File: src/shared/adc_ctrl_defines.svh
// register offsets, field positions, reset values and encodings
// assumes inclusion by bare name from the package and rtl files
// Behaviour
// - gains 1 to 128 from gain field
// - enable 00 powers down and bypasses amplifier
// - enable 01 powers amplifier with programmed gain
// - gains 64/128: analog 32 plus digital scale
// - four rail flags in status register
// - rail detection only while enable bit set
// - reference chosen by two-bit select field
// - reset selects first external reference pair
// - select 10 routes internal reference
// - power 10 always on, 01 off in power-down
// - internal reference off after reset
// - two low-reference flags in status byte
`ifndef ADC_CTRL_DEFINES_SVH
`define ADC_CTRL_DEFINES_SVH
`define ADDR_STATUS        8'h01
`define ADDR_GAIN          8'h03
`define ADDR_REFCTL        8'h05
`define ADDR_EXC1          8'h06
`define GAIN_LSB           0
`define GAIN_MSB           2
`define AMP_EN_LSB         3
`define AMP_EN_MSB         4
`define REFSRC_LSB         2
`define REFSRC_MSB         3
`define REFPWR_LSB         0
`define REFPWR_MSB         1
`define RAIL_EN_BIT        7
`define AMP_OFF            2'h0
`define AMP_ON             2'h1
`define REF_EXT0           2'h0
`define REF_EXT1           2'h1
`define REF_INT            2'h2
`define PWR_OFF            2'h0
`define PWR_ON_PD_OFF      2'h1
`define PWR_ALWAYS         2'h2
`define GAIN_32_CODE       3'h5
`define GAIN_RESET         8'h00
`define REFCTL_RESET       8'h00
`define EXC1_RESET         8'h00
`define RAIL_SHIFT         4
`define VREF_SHIFT         0
`endif

File: src/shared/adc_ctrl_pkg.sv
// types shared by the gain and reference control block
// assumes the defines header is on the include path
`include "adc_ctrl_defines.svh"
package adc_ctrl_pkg;
  typedef struct packed {
    logic pos_out_near_high_rail;
    logic pos_out_near_low_rail;
    logic neg_out_near_high_rail;
    logic neg_out_near_low_rail;
  } rail_s;
  typedef struct packed {
    logic [2:0] analog_gain_code;
    logic [1:0] digital_shift;
    logic       amp_powered;
    logic       amp_bypass;
  } amp_cfg_s;
  typedef struct packed {
    logic [1:0] vref_source_select;
    logic       internal_vref_on;
  } vref_cfg_s;
  typedef enum logic [2:0] {
    ST_RESET = 3'b001,
    ST_RUN   = 3'b010,
    ST_IDLE  = 3'b100
  } mode_e;
endpackage

File: src/rtl/adc_flag_sync.sv
// two-stage synchroniser for the analog monitor flags, one lane per bit
// assumes flags arrive asynchronously from comparators
`timescale 1ns/1ps
`default_nettype none
module adc_flag_sync #(
  parameter int WIDTH = 6
) (
  // clock and reset
  input  wire logic             i_clk,
  input  wire logic             i_sys_rst,
  // flags
  input  wire logic [WIDTH-1:0] i_async,
  output logic      [WIDTH-1:0] o_sync
);
  typedef struct packed {
    logic [WIDTH-1:0] meta;
    logic [WIDTH-1:0] sync;
  } st_s;
  st_s              st_reg;
  st_s              st_next;
  logic [WIDTH-1:0] meta_next;
  logic [WIDTH-1:0] sync_next;
  genvar g;
  // one driver per lane bit, packed into the state copy below
  generate
    for (g = 0; g < WIDTH; g++) begin : g_lane
      assign meta_next[g] = i_async[g];
      assign sync_next[g] = st_reg.meta[g];
    end
  endgenerate
  always_comb begin
    st_next      = st_reg;
    st_next.meta = meta_next;
    st_next.sync = sync_next;
  end
  always_ff @(posedge i_clk) begin
    if (i_sys_rst) begin
      st_reg <= '0;
    end else begin
      st_reg <= st_next;
    end
  end
  assign o_sync = st_reg.sync;
endmodule
`default_nettype wire

File: src/rtl/adc_gain_ref_ctrl.sv
// gain and reference configuration with status flags
// assumes a one-cycle register port and asynchronous analog monitor flags
`timescale 1ns/1ps
`default_nettype none
`include "adc_ctrl_defines.svh"
module adc_gain_ref_ctrl (
  // clock and reset
  input  wire logic                   i_clk,
  input  wire logic                   i_sys_rst,
  // register port
  input  wire logic [7:0]             i_addr,
  input  wire logic [7:0]             i_wdata,
  input  wire logic                   i_wr,
  input  wire logic                   i_rd,
  output logic      [7:0]             o_rdata,
  // analog monitors
  input  wire adc_ctrl_pkg::rail_s    i_rail_raw,
  input  wire logic                   i_vref_low0_raw,
  input  wire logic                   i_vref_low1_raw,
  input  wire logic                   i_converting,
  input  wire logic                   i_power_down,
  // analog controls
  output adc_ctrl_pkg::amp_cfg_s      o_amp,
  output adc_ctrl_pkg::vref_cfg_s     o_vref,
  output logic                        o_rail_detect_on,
  output logic                        o_reg_error
);
  typedef struct packed {
    logic [7:0]          gain_reg;
    logic [7:0]          refctl_reg;
    logic [7:0]          exc1_reg;
    adc_ctrl_pkg::rail_s rail;
    logic                vref_low0;
    logic                vref_low1;
    logic [7:0]          rdata;
    logic                err;
    adc_ctrl_pkg::amp_cfg_s  amp;
    adc_ctrl_pkg::vref_cfg_s vref;
    adc_ctrl_pkg::mode_e     mode;
  } st_s;

  st_s st_reg;
  st_s st_next;

  logic [5:0] flags_s;
  logic [2:0] gain_code;
  logic [1:0] amp_en;
  logic [1:0] ref_pwr;

  adc_flag_sync #(.WIDTH(6)) u_sync (
    .i_clk     (i_clk),
    .i_sys_rst (i_sys_rst),
    .i_async   ({i_rail_raw, i_vref_low1_raw, i_vref_low0_raw}),
    .o_sync    (flags_s)
  );

  assign gain_code = st_reg.gain_reg[`GAIN_MSB:`GAIN_LSB];
  assign amp_en    = st_reg.gain_reg[`AMP_EN_MSB:`AMP_EN_LSB];
  assign ref_pwr   = st_reg.refctl_reg[`REFPWR_MSB:`REFPWR_LSB];

  always_comb begin
    st_next = st_reg;
    st_next.err = 1'b0;
    st_next.rdata = 8'h00;
    case (st_reg.mode)
      adc_ctrl_pkg::ST_RESET: begin
        st_next.mode = adc_ctrl_pkg::ST_RUN;
      end
      adc_ctrl_pkg::ST_RUN, adc_ctrl_pkg::ST_IDLE: begin
        st_next.mode = i_converting ? adc_ctrl_pkg::ST_RUN : adc_ctrl_pkg::ST_IDLE;
      end
      default: begin
        st_next.mode = adc_ctrl_pkg::ST_RESET;
      end
    endcase
    // rail flags follow comparators only while detection enabled
    if (st_reg.exc1_reg[`RAIL_EN_BIT]) begin
      st_next.rail = flags_s[5:2];
    end else begin
      st_next.rail = '0;
    end
    // reference monitor live during conversion
    if (i_converting) begin
      st_next.vref_low0 = flags_s[0];
      st_next.vref_low1 = flags_s[1];
    end
    if (i_wr) begin
      case (i_addr)
        `ADDR_GAIN: begin
          st_next.gain_reg = i_wdata;
          // reserved amplifier enable codes flagged
          st_next.err = i_wdata[`AMP_EN_MSB];
        end
        `ADDR_REFCTL: st_next.refctl_reg = i_wdata;
        `ADDR_EXC1:   st_next.exc1_reg   = i_wdata;
        default:      st_next.err        = 1'b1;
      endcase
    end
    if (i_rd) begin
      case (i_addr)
        `ADDR_STATUS: begin
          st_next.rdata = {st_reg.rail, 2'h0, st_reg.vref_low1, st_reg.vref_low0};
        end
        `ADDR_GAIN:   st_next.rdata = st_reg.gain_reg;
        `ADDR_REFCTL: st_next.rdata = st_reg.refctl_reg;
        `ADDR_EXC1:   st_next.rdata = st_reg.exc1_reg;
        default:      st_next.rdata = 8'h00;
      endcase
    end
    // amplifier path
    if (amp_en == `AMP_ON) begin
      st_next.amp.amp_powered = 1'b1;
      st_next.amp.amp_bypass  = 1'b0;
      if (gain_code > `GAIN_32_CODE) begin
        st_next.amp.analog_gain_code = `GAIN_32_CODE;
        st_next.amp.digital_shift    = 2'(gain_code - `GAIN_32_CODE);
      end else begin
        st_next.amp.analog_gain_code = gain_code;
        st_next.amp.digital_shift    = 2'h0;
      end
    end else begin
      st_next.amp.amp_powered      = 1'b0;
      st_next.amp.amp_bypass       = 1'b1;
      st_next.amp.analog_gain_code = 3'h0;
      st_next.amp.digital_shift    = 2'h0;
    end
    // reference routing and power
    // code 10 passes through as the internal reference route
    st_next.vref.vref_source_select = st_reg.refctl_reg[`REFSRC_MSB:`REFSRC_LSB];
    case (ref_pwr)
      `PWR_ALWAYS:    st_next.vref.internal_vref_on = 1'b1;
      `PWR_ON_PD_OFF: st_next.vref.internal_vref_on = ~i_power_down;
      default:        st_next.vref.internal_vref_on = 1'b0;
    endcase
  end

  always_ff @(posedge i_clk) begin
    if (i_sys_rst) begin
      st_reg <= '{gain_reg: `GAIN_RESET, refctl_reg: `REFCTL_RESET,
                  exc1_reg: `EXC1_RESET, rail: '0, vref_low0: 1'b0,
                  vref_low1: 1'b0, rdata: 8'h00, err: 1'b0,
                  amp: '{analog_gain_code: 3'h0, digital_shift: 2'h0,
                         amp_powered: 1'b0, amp_bypass: 1'b1},
                  vref: '{vref_source_select: `REF_EXT0, internal_vref_on: 1'b0},
                  mode: adc_ctrl_pkg::ST_RESET};
    end else begin
      st_reg <= st_next;
    end
  end

  assign o_rdata          = st_reg.rdata;
  assign o_amp            = st_reg.amp;
  assign o_vref           = st_reg.vref;
  assign o_rail_detect_on = st_reg.exc1_reg[`RAIL_EN_BIT];
  assign o_reg_error      = st_reg.err;

  // checks
  a_high_gain_split: assert property (@(posedge i_clk) disable iff (i_sys_rst)
    (amp_en == `AMP_ON && gain_code == 3'h7) |=>
    (o_amp.analog_gain_code == 3'h5 && o_amp.digital_shift == 2'h2))
    else $error("gain 128 not split into 32 and scale 4");
  a_bypass_off: assert property (@(posedge i_clk) disable iff (i_sys_rst)
    (amp_en == `AMP_OFF) |=> (o_amp.amp_bypass && !o_amp.amp_powered))
    else $error("amplifier not bypassed at enable 00");
  a_amp_active: assert property (@(posedge i_clk) disable iff (i_sys_rst)
    (amp_en == `AMP_ON && gain_code < 3'h6) |=>
    (o_amp.amp_powered && o_amp.analog_gain_code == $past(gain_code)))
    else $error("programmed gain not applied");
  a_rail_gated: assert property (@(posedge i_clk) disable iff (i_sys_rst)
    !st_reg.exc1_reg[`RAIL_EN_BIT] |=> (st_reg.rail == '0))
    else $error("rail flag set with detection off");
  a_status_read: assert property (@(posedge i_clk) disable iff (i_sys_rst)
    (i_rd && i_addr == `ADDR_STATUS) |=>
    (o_rdata[7:4] == $past(st_reg.rail) && o_rdata[0] == $past(st_reg.vref_low0)))
    else $error("status read mismatch");
  a_ref_select: assert property (@(posedge i_clk) disable iff (i_sys_rst)
    (st_reg.refctl_reg[3:2] == `REF_INT) |=>
    (o_vref.vref_source_select == `REF_INT))
    else $error("internal reference not routed");
  a_ref_power: assert property (@(posedge i_clk) disable iff (i_sys_rst)
    (ref_pwr == `PWR_ON_PD_OFF && i_power_down) |=> !o_vref.internal_vref_on)
    else $error("reference on during power-down");
  a_reset_state: assert property (@(posedge i_clk)
    i_sys_rst |=> (o_vref == '0 && o_amp.amp_bypass))
    else $error("reset state wrong");
  a_ref_low_hold: assert property (@(posedge i_clk) disable iff (i_sys_rst)
    !i_converting |=> $stable(st_reg.vref_low1))
    else $error("reference flag moved outside conversion");
  a_gain_store: assert property (@(posedge i_clk) disable iff (i_sys_rst)
    (i_wr && i_addr == `ADDR_GAIN) |=> ##1 (o_amp.amp_powered == (amp_en == `AMP_ON)))
    else $error("gain write not applied");
  c_gain_128: cover property (@(posedge i_clk) amp_en == `AMP_ON && gain_code == 3'h7);
  c_bypass: cover property (@(posedge i_clk) o_amp.amp_bypass && !i_sys_rst);
  c_int_ref: cover property (@(posedge i_clk) o_vref.internal_vref_on);
  c_rail: cover property (@(posedge i_clk) st_reg.rail != '0);
endmodule
`default_nettype wire

File: config.mk
export PLATFORM = sky130hd
export DESIGN_NAME = adc_gain_ref_ctrl
export DESIGN_NICKNAME = d
export VERILOG_FILES = /design/src/shared/adc_ctrl_pkg.sv /design/src/rtl/adc_flag_sync.sv /design/src/rtl/adc_gain_ref_ctrl.sv
export VERILOG_INCLUDE_DIRS = /design/src /design/src/shared
export SDC_FILE = /design/constraint.sdc
export NUM_CORES = 1
export LEC_CHECK = 0
export BUFFER_PORTS_ARGS = -buffer_cell sky130_fd_sc_hd__clkbuf_2
export CORE_ASPECT_RATIO = 1.2
export CORE_MARGIN = 2
export CORE_UTILIZATION = 55
export CTS_CLUSTER_SIZE = 16
export DETAILED_ROUTE_END_ITERATION = 12
export PLACE_DENSITY = 0.9
export SYNTH_ARGS = -nofsm -noshare
export SYNTH_HDL_FRONTEND = slang
export SYNTH_HIERARCHICAL = 1
export SYNTH_SLANG_ARGS = --single-unit
File: constraint.sdc
create_clock -name i_clk -period 3.4 [get_ports i_clk]
set_clock_uncertainty 0.05 [all_clocks]
set_input_delay 0.34 -clock i_clk [delete_from_list [all_inputs] [get_ports i_clk]]
set_output_delay 0.34 -clock i_clk [all_outputs]
set_load 0.01 [all_outputs]
### After elaboration in Yosys (flattened, before gate mapping)

Index checks and enable logic that the tools add are counted.

* word-level logic and storage cells: 50
* register bits: 61
* input bits: 28

* reduce and logical (&&, ||, !) cells: 10
* equality and inequality tests: 7
* order comparisons: 1
* multiplexer cells: 5
* bitwise logic cells: 6
* $add $sub $neg: 1

Operators with widths (count)
* 8-bit case mux with 4 select lines: 1
* 8-bit by 3-bit == test with 1-bit output, second input constant: 2
* 2-bit OR reduction: 5
* 8-bit by 1-bit == test with 1-bit output, second input constant: 1
* 8-bit by 2-bit == test with 1-bit output, second input constant: 1
* 1-bit NOT: 6
* 2-bit AND reduction: 3
* 3-bit OR reduction: 2
* 5-bit two-way mux: 1
* 2-bit by 1-bit == test with 1-bit output, second input constant: 2
* 1-bit case mux with 2 select lines: 2
* 3-bit greater-than comparator, second input constant: 1
* 2-bit == test, second input constant: 1
* 2-bit two-way mux: 1
* 2-bit by 1-bit subtractor with 2-bit output, second input constant: 1

### Depth between registers and ports, before layout

* depth in word-level cells: 3
* depth in mapped cells: 5
* gate-level depth less buffers: 5

### By module

The synthesis kept the hierarchy.

By module, submodules not included
* adc_gain_ref_ctrl: area an instance 2069.5 µm², instances 1, cells an instance 210
* adc_flag_sync: area an instance 366.6 µm², instances 1, cells an instance 25

### Least setup slack after synthesis

No wires, ideal clock.

* path type: input -> register
* from: in i_addr[4]
* to: reg st_reg (netlist bit amp_en[0])
* library setup time: 128 ps
* buffers on the path: 1
* data arrival time: 1678 ps
* stages on the path: 5
* path slack: 1545 ps
* path through: or4_1 -> buf_2 -> nor3_4 -> mux2i_1 -> nor2_1

* cells in the longest elaborated chain, start to end: 2

RTL lines
* start, declared: RTL line adc_gain_ref_ctrl.sv:11 `input wire logic [7:0] i_addr,`
* 8-bit by 2-bit == test with 1-bit output: RTL line adc_gain_ref_ctrl.sv:88 `case (i_addr)`
* 2-bit AND reduction (no source line)
* end signal, assigned: RTL line adc_gain_ref_ctrl.sv:139 `` st_reg <= '{gain_reg: `GAIN_RESET, refctl_reg: `REFCTL_RESET, ``
* end signal, assigned: RTL line adc_gain_ref_ctrl.sv:147 `st_reg <= st_next;`
* end, declared: RTL line adc_gain_ref_ctrl.sv:42 `st_s st_reg;`

Every way passes these cells.
A chain may end at the register's enable or synchronous reset.

### Worst setup path after layout

* from: in i_addr[2]
* to: reg st_reg[29] (netlist name)

* cells in the longest elaborated chain, start to end: 2

RTL lines (RTL line)
* 8-bit by 3-bit == test with 1-bit output: adc_gain_ref_ctrl.sv:88
* 2-bit AND reduction (no source line)

Every way passes these cells.

==> results.sh <==
export IMPL_numCtsBuffers=9
export IMPL_synth_cells=235
export IMPL_synth_top_family_by_area="simple AND/OR/NAND/NOR gates"
export IMPL_n_fill_cell=352
export IMPL_finalHoldViolations=0
export IMPL_clock_latency_ns=0.33
export IMPL_critPathRequiredTime_ns=3.53
export IMPL_yosysWarnings=6
export IMPL_vias=1719
export IMPL_hold_path_class="in2reg"
export IMPL_clockBufferDepth=2
export IMPL_cts_sinks=61
export IMPL_die_height_um=76.91
export IMPL_drtIter0Drc=105
export IMPL_postCtsHoldBufs=0
export IMPL_cts_htree_levels=3
export IMPL_core_area_sq_um=4262
export IMPL_wl_met1_mm=1.798
export IMPL_dieArea_sq_um=4980
export IMPL_rows=26
export IMPL_cts_setup_buffers=0
export IMPL_gp_congestion=0.7899
export IMPL_max_freq_mhz=533.9
export IMPL_period_needed_ns=1.873
export IMPL_rsz0062_at_grt="no"
export IMPL_crit_path_max_fanout=13
export IMPL_post_route_period_util=0.5509
export IMPL_final_area_sq_um=2756
export IMPL_grt_usage=0.1930
export IMPL_outcome="finished clean"
export IMPL_p_leak_nw=1.189
export IMPL_yosys_area_share_simple=0.1983
export IMPL_synth_compound_area_share=0.06369
export IMPL_regArea_sq_um=1221
export IMPL_crit_type="in2reg"
export IMPL_finalSetupViolations=0
export IMPL_diodes=0
export IMPL_setup_slack_ns=1.527
export IMPL_cp_end_kind="register"
export IMPL_drtPass1Iterations=5
export IMPL_root_buffer="clkbuf_8"
export IMPL_overflow=0
export IMPL_grt_pass1_vias=1636
export IMPL_worstPathArrival_ns=2.01
export IMPL_wl_per_cell_um=13.62
export IMPL_syn_area_sq_um=2436
export IMPL_synthAdderAreaFrac=0.01541
export IMPL_cap_violations=0
export IMPL_avgSynthCellArea_sq_um=10.37
export IMPL_drc=0
export IMPL_ys_ff_latch=61
export IMPL_finalPower_mw=1.406
export IMPL_syn_num_nets=266
export IMPL_dp_hpwl_mm=2.955
export IMPL_clk_pin_slew_ns=0.06
export IMPL_cts_resized=0
export IMPL_worst_slew_pin_slew_ns=0.9775
export IMPL_start_util=0.5716
export IMPL_drt_wl_total_mm=4.454
export IMPL_cts_tree="yes"
export IMPL_drive_gt1_frac=0.2804
export IMPL_port_buffers=47
export IMPL_die_x_um=64.76
export IMPL_multi_input_area_sq_um=1015
export IMPL_largest_register_ffs=20
export IMPL_postPlaceCellArea_sq_um=2564
export IMPL_wl_met2_mm=2.249
export IMPL_synthXorXnorAreaFrac=0.003595
export IMPL_fin_nets=297
export IMPL_drv_slew=0
export IMPL_viasPerCell=5.257
export IMPL_ant_nets=0
export IMPL_crit_path_start_kind="input port"
export IMPL_dr_wl_met3_um=307
export IMPL_grt_start_max_net_pins=46
export IMPL_synth_cell_types=33
export IMPL_grt_pass1_wl_mm=7.217
export IMPL_highest_layer="met4"
export IMPL_power_density_nw_per_um2=510.0
export IMPL_ir_drop_v=0.0004024
export IMPL_relSlewSlack=0.3483
export IMPL_yosysSeqAreaShare=0.5013
export IMPL_area_delta_synth_final_pct=13.15
export IMPL_antenna_found_initial=0
export IMPL_ios=48
export IMPL_pre_cts_slack_ns=1.203
export IMPL_setup_tns_ns=0
export IMPL_muxShareOfSynthArea=0.1356
## through the flow
step	instances	hold WS, ns	util
2_1_floorplan	235	0.3557	-
3_3_place_gp	311	0.3585	0.6016
3_5_place_dp	311	0.3662	0.6016
4_1_cts	327	0.1520	0.6468
5_1_grt	327	0.1574	0.6468
6_report	327	0.1662	0.6468
## where the power goes
part	switching (mW)	leakage, nW	total (mW)	internal, mW
Clock	0.262	0.0964	0.618	0.356
Sequential	0.00192	0.494	0.725	0.723
Combinational	0.0358	0.599	0.0629	0.0271
## cells by family (layout without fill, tap and decap cells)
logic type	after synthesis	in the layout
adders and majority gates	3	3
AOI/OAI and AO/OA	21	21
and+or+nand+nor	83	83
buffers and inverters	33	69
DFF	61	61
muxes	33	33
xor gates and xnor gates	1	1
## worst paths after layout
path | startpoint | endpoint | slack [ns] | cells past startpoint
max reg2reg | gain_code[1]$_SDFFE_PP0P_ | o_amp[4]$_SDFF_PP0_ | 2.17 | 5
max | i_addr[2] | st_reg[29]$_SDFFE_PP0P_ | 1.53 | 5
min reg2reg | u_sync/o_sync[2]$_SDFF_PP0_ | st_reg[24]$_SDFF_PP0_ | 0.38 | 1
min | i_vref_low0_raw | u_sync/sync_next[0]$_SDFF_PP0_ | 0.17 | 2
## placed cells by master (no fill, tap or decap)
cell / count
inv_1: 6
ha_1: 3
a22o_1: 2
and2b_2: 2
bufinv_16: 1
clkinvlp_4: 1
o2bb2ai_1: 6
clkbuf_8: 10
o21ba_2: 1
nor3_4: 2
nor2b_4: 2
clkinv_2: 2
nand3b_1: 2
or4_1: 1
nand4_1: 1
a21oi_1: 5
nand4b_1: 1
and3_1: 3
nor3_1: 2
nand3_1: 4
nor2_1: 36
clkbuf_2: 47
xnor2_1: 1
nand2_1: 2
nor4_1: 2
dfxtp_1: 61
nor2b_1: 8
nor2b_2: 8
clkbuf_1: 2
o21ai_0: 1
mux2i_1: 33
and2_1: 4
nand2b_1: 3
a22oi_1: 6
## critical path, cell delays in order
cell and delay, ns:
clkbuf_2 0.29, nor2b_1 0.35, nand4_1 0.57, mux2i_1 0.39, nor2_1 0.06
## synthesized netlist by cell type (all sizes together)
| cell | n | area [sq um] |
|---|---|---|
| xnor2 | 1 | 8.760 |
| nor2 | 36 | 135.1 |
| nor2b | 18 | 147.6 |
| inv | 6 | 22.52 |
| nand3b | 2 | 15.01 |
| and3 | 3 | 18.77 |
| and2b | 2 | 17.52 |
| nand4 | 1 | 6.260 |
| mux2i | 33 | 330.3 |
| a21oi | 5 | 25.02 |
| ha | 3 | 37.54 |
| or4 | 1 | 7.510 |
| nor4 | 2 | 12.51 |
| nand4b | 1 | 8.760 |
| o21ba | 1 | 10.01 |
| clkbuf | 5 | 18.77 |
| buf | 22 | 158.9 |
| dfxtp | 61 | 1221 |
| a22o | 2 | 17.52 |
| nand3 | 4 | 20.02 |
| nand2b | 3 | 18.77 |
| nor3 | 4 | 42.54 |
| nand2 | 2 | 7.510 |
| a22oi | 6 | 45.04 |
| and2 | 4 | 25.02 |
| o2bb2ai | 6 | 52.55 |
| o21ai | 1 | 5.000 |
## cell type report
class                           instances  area share
Timing Repair Buffer                   47     0.08534
Inverter                                6    0.008171
Clock inverter                          4     0.01725
Tap cell                               56     0.02542
Multi-Input combinational cell        141      0.3681
Clock buffer                           12     0.05266
Sequential cell                        61      0.4430
## metal layers
layer  vias up  track usage
li1        840            -
met1       806       0.2162
met2        61       0.3072
met3        12      0.08065
met4         0       0.1043
met5         -            0
(Power assumes the default switching activity.)
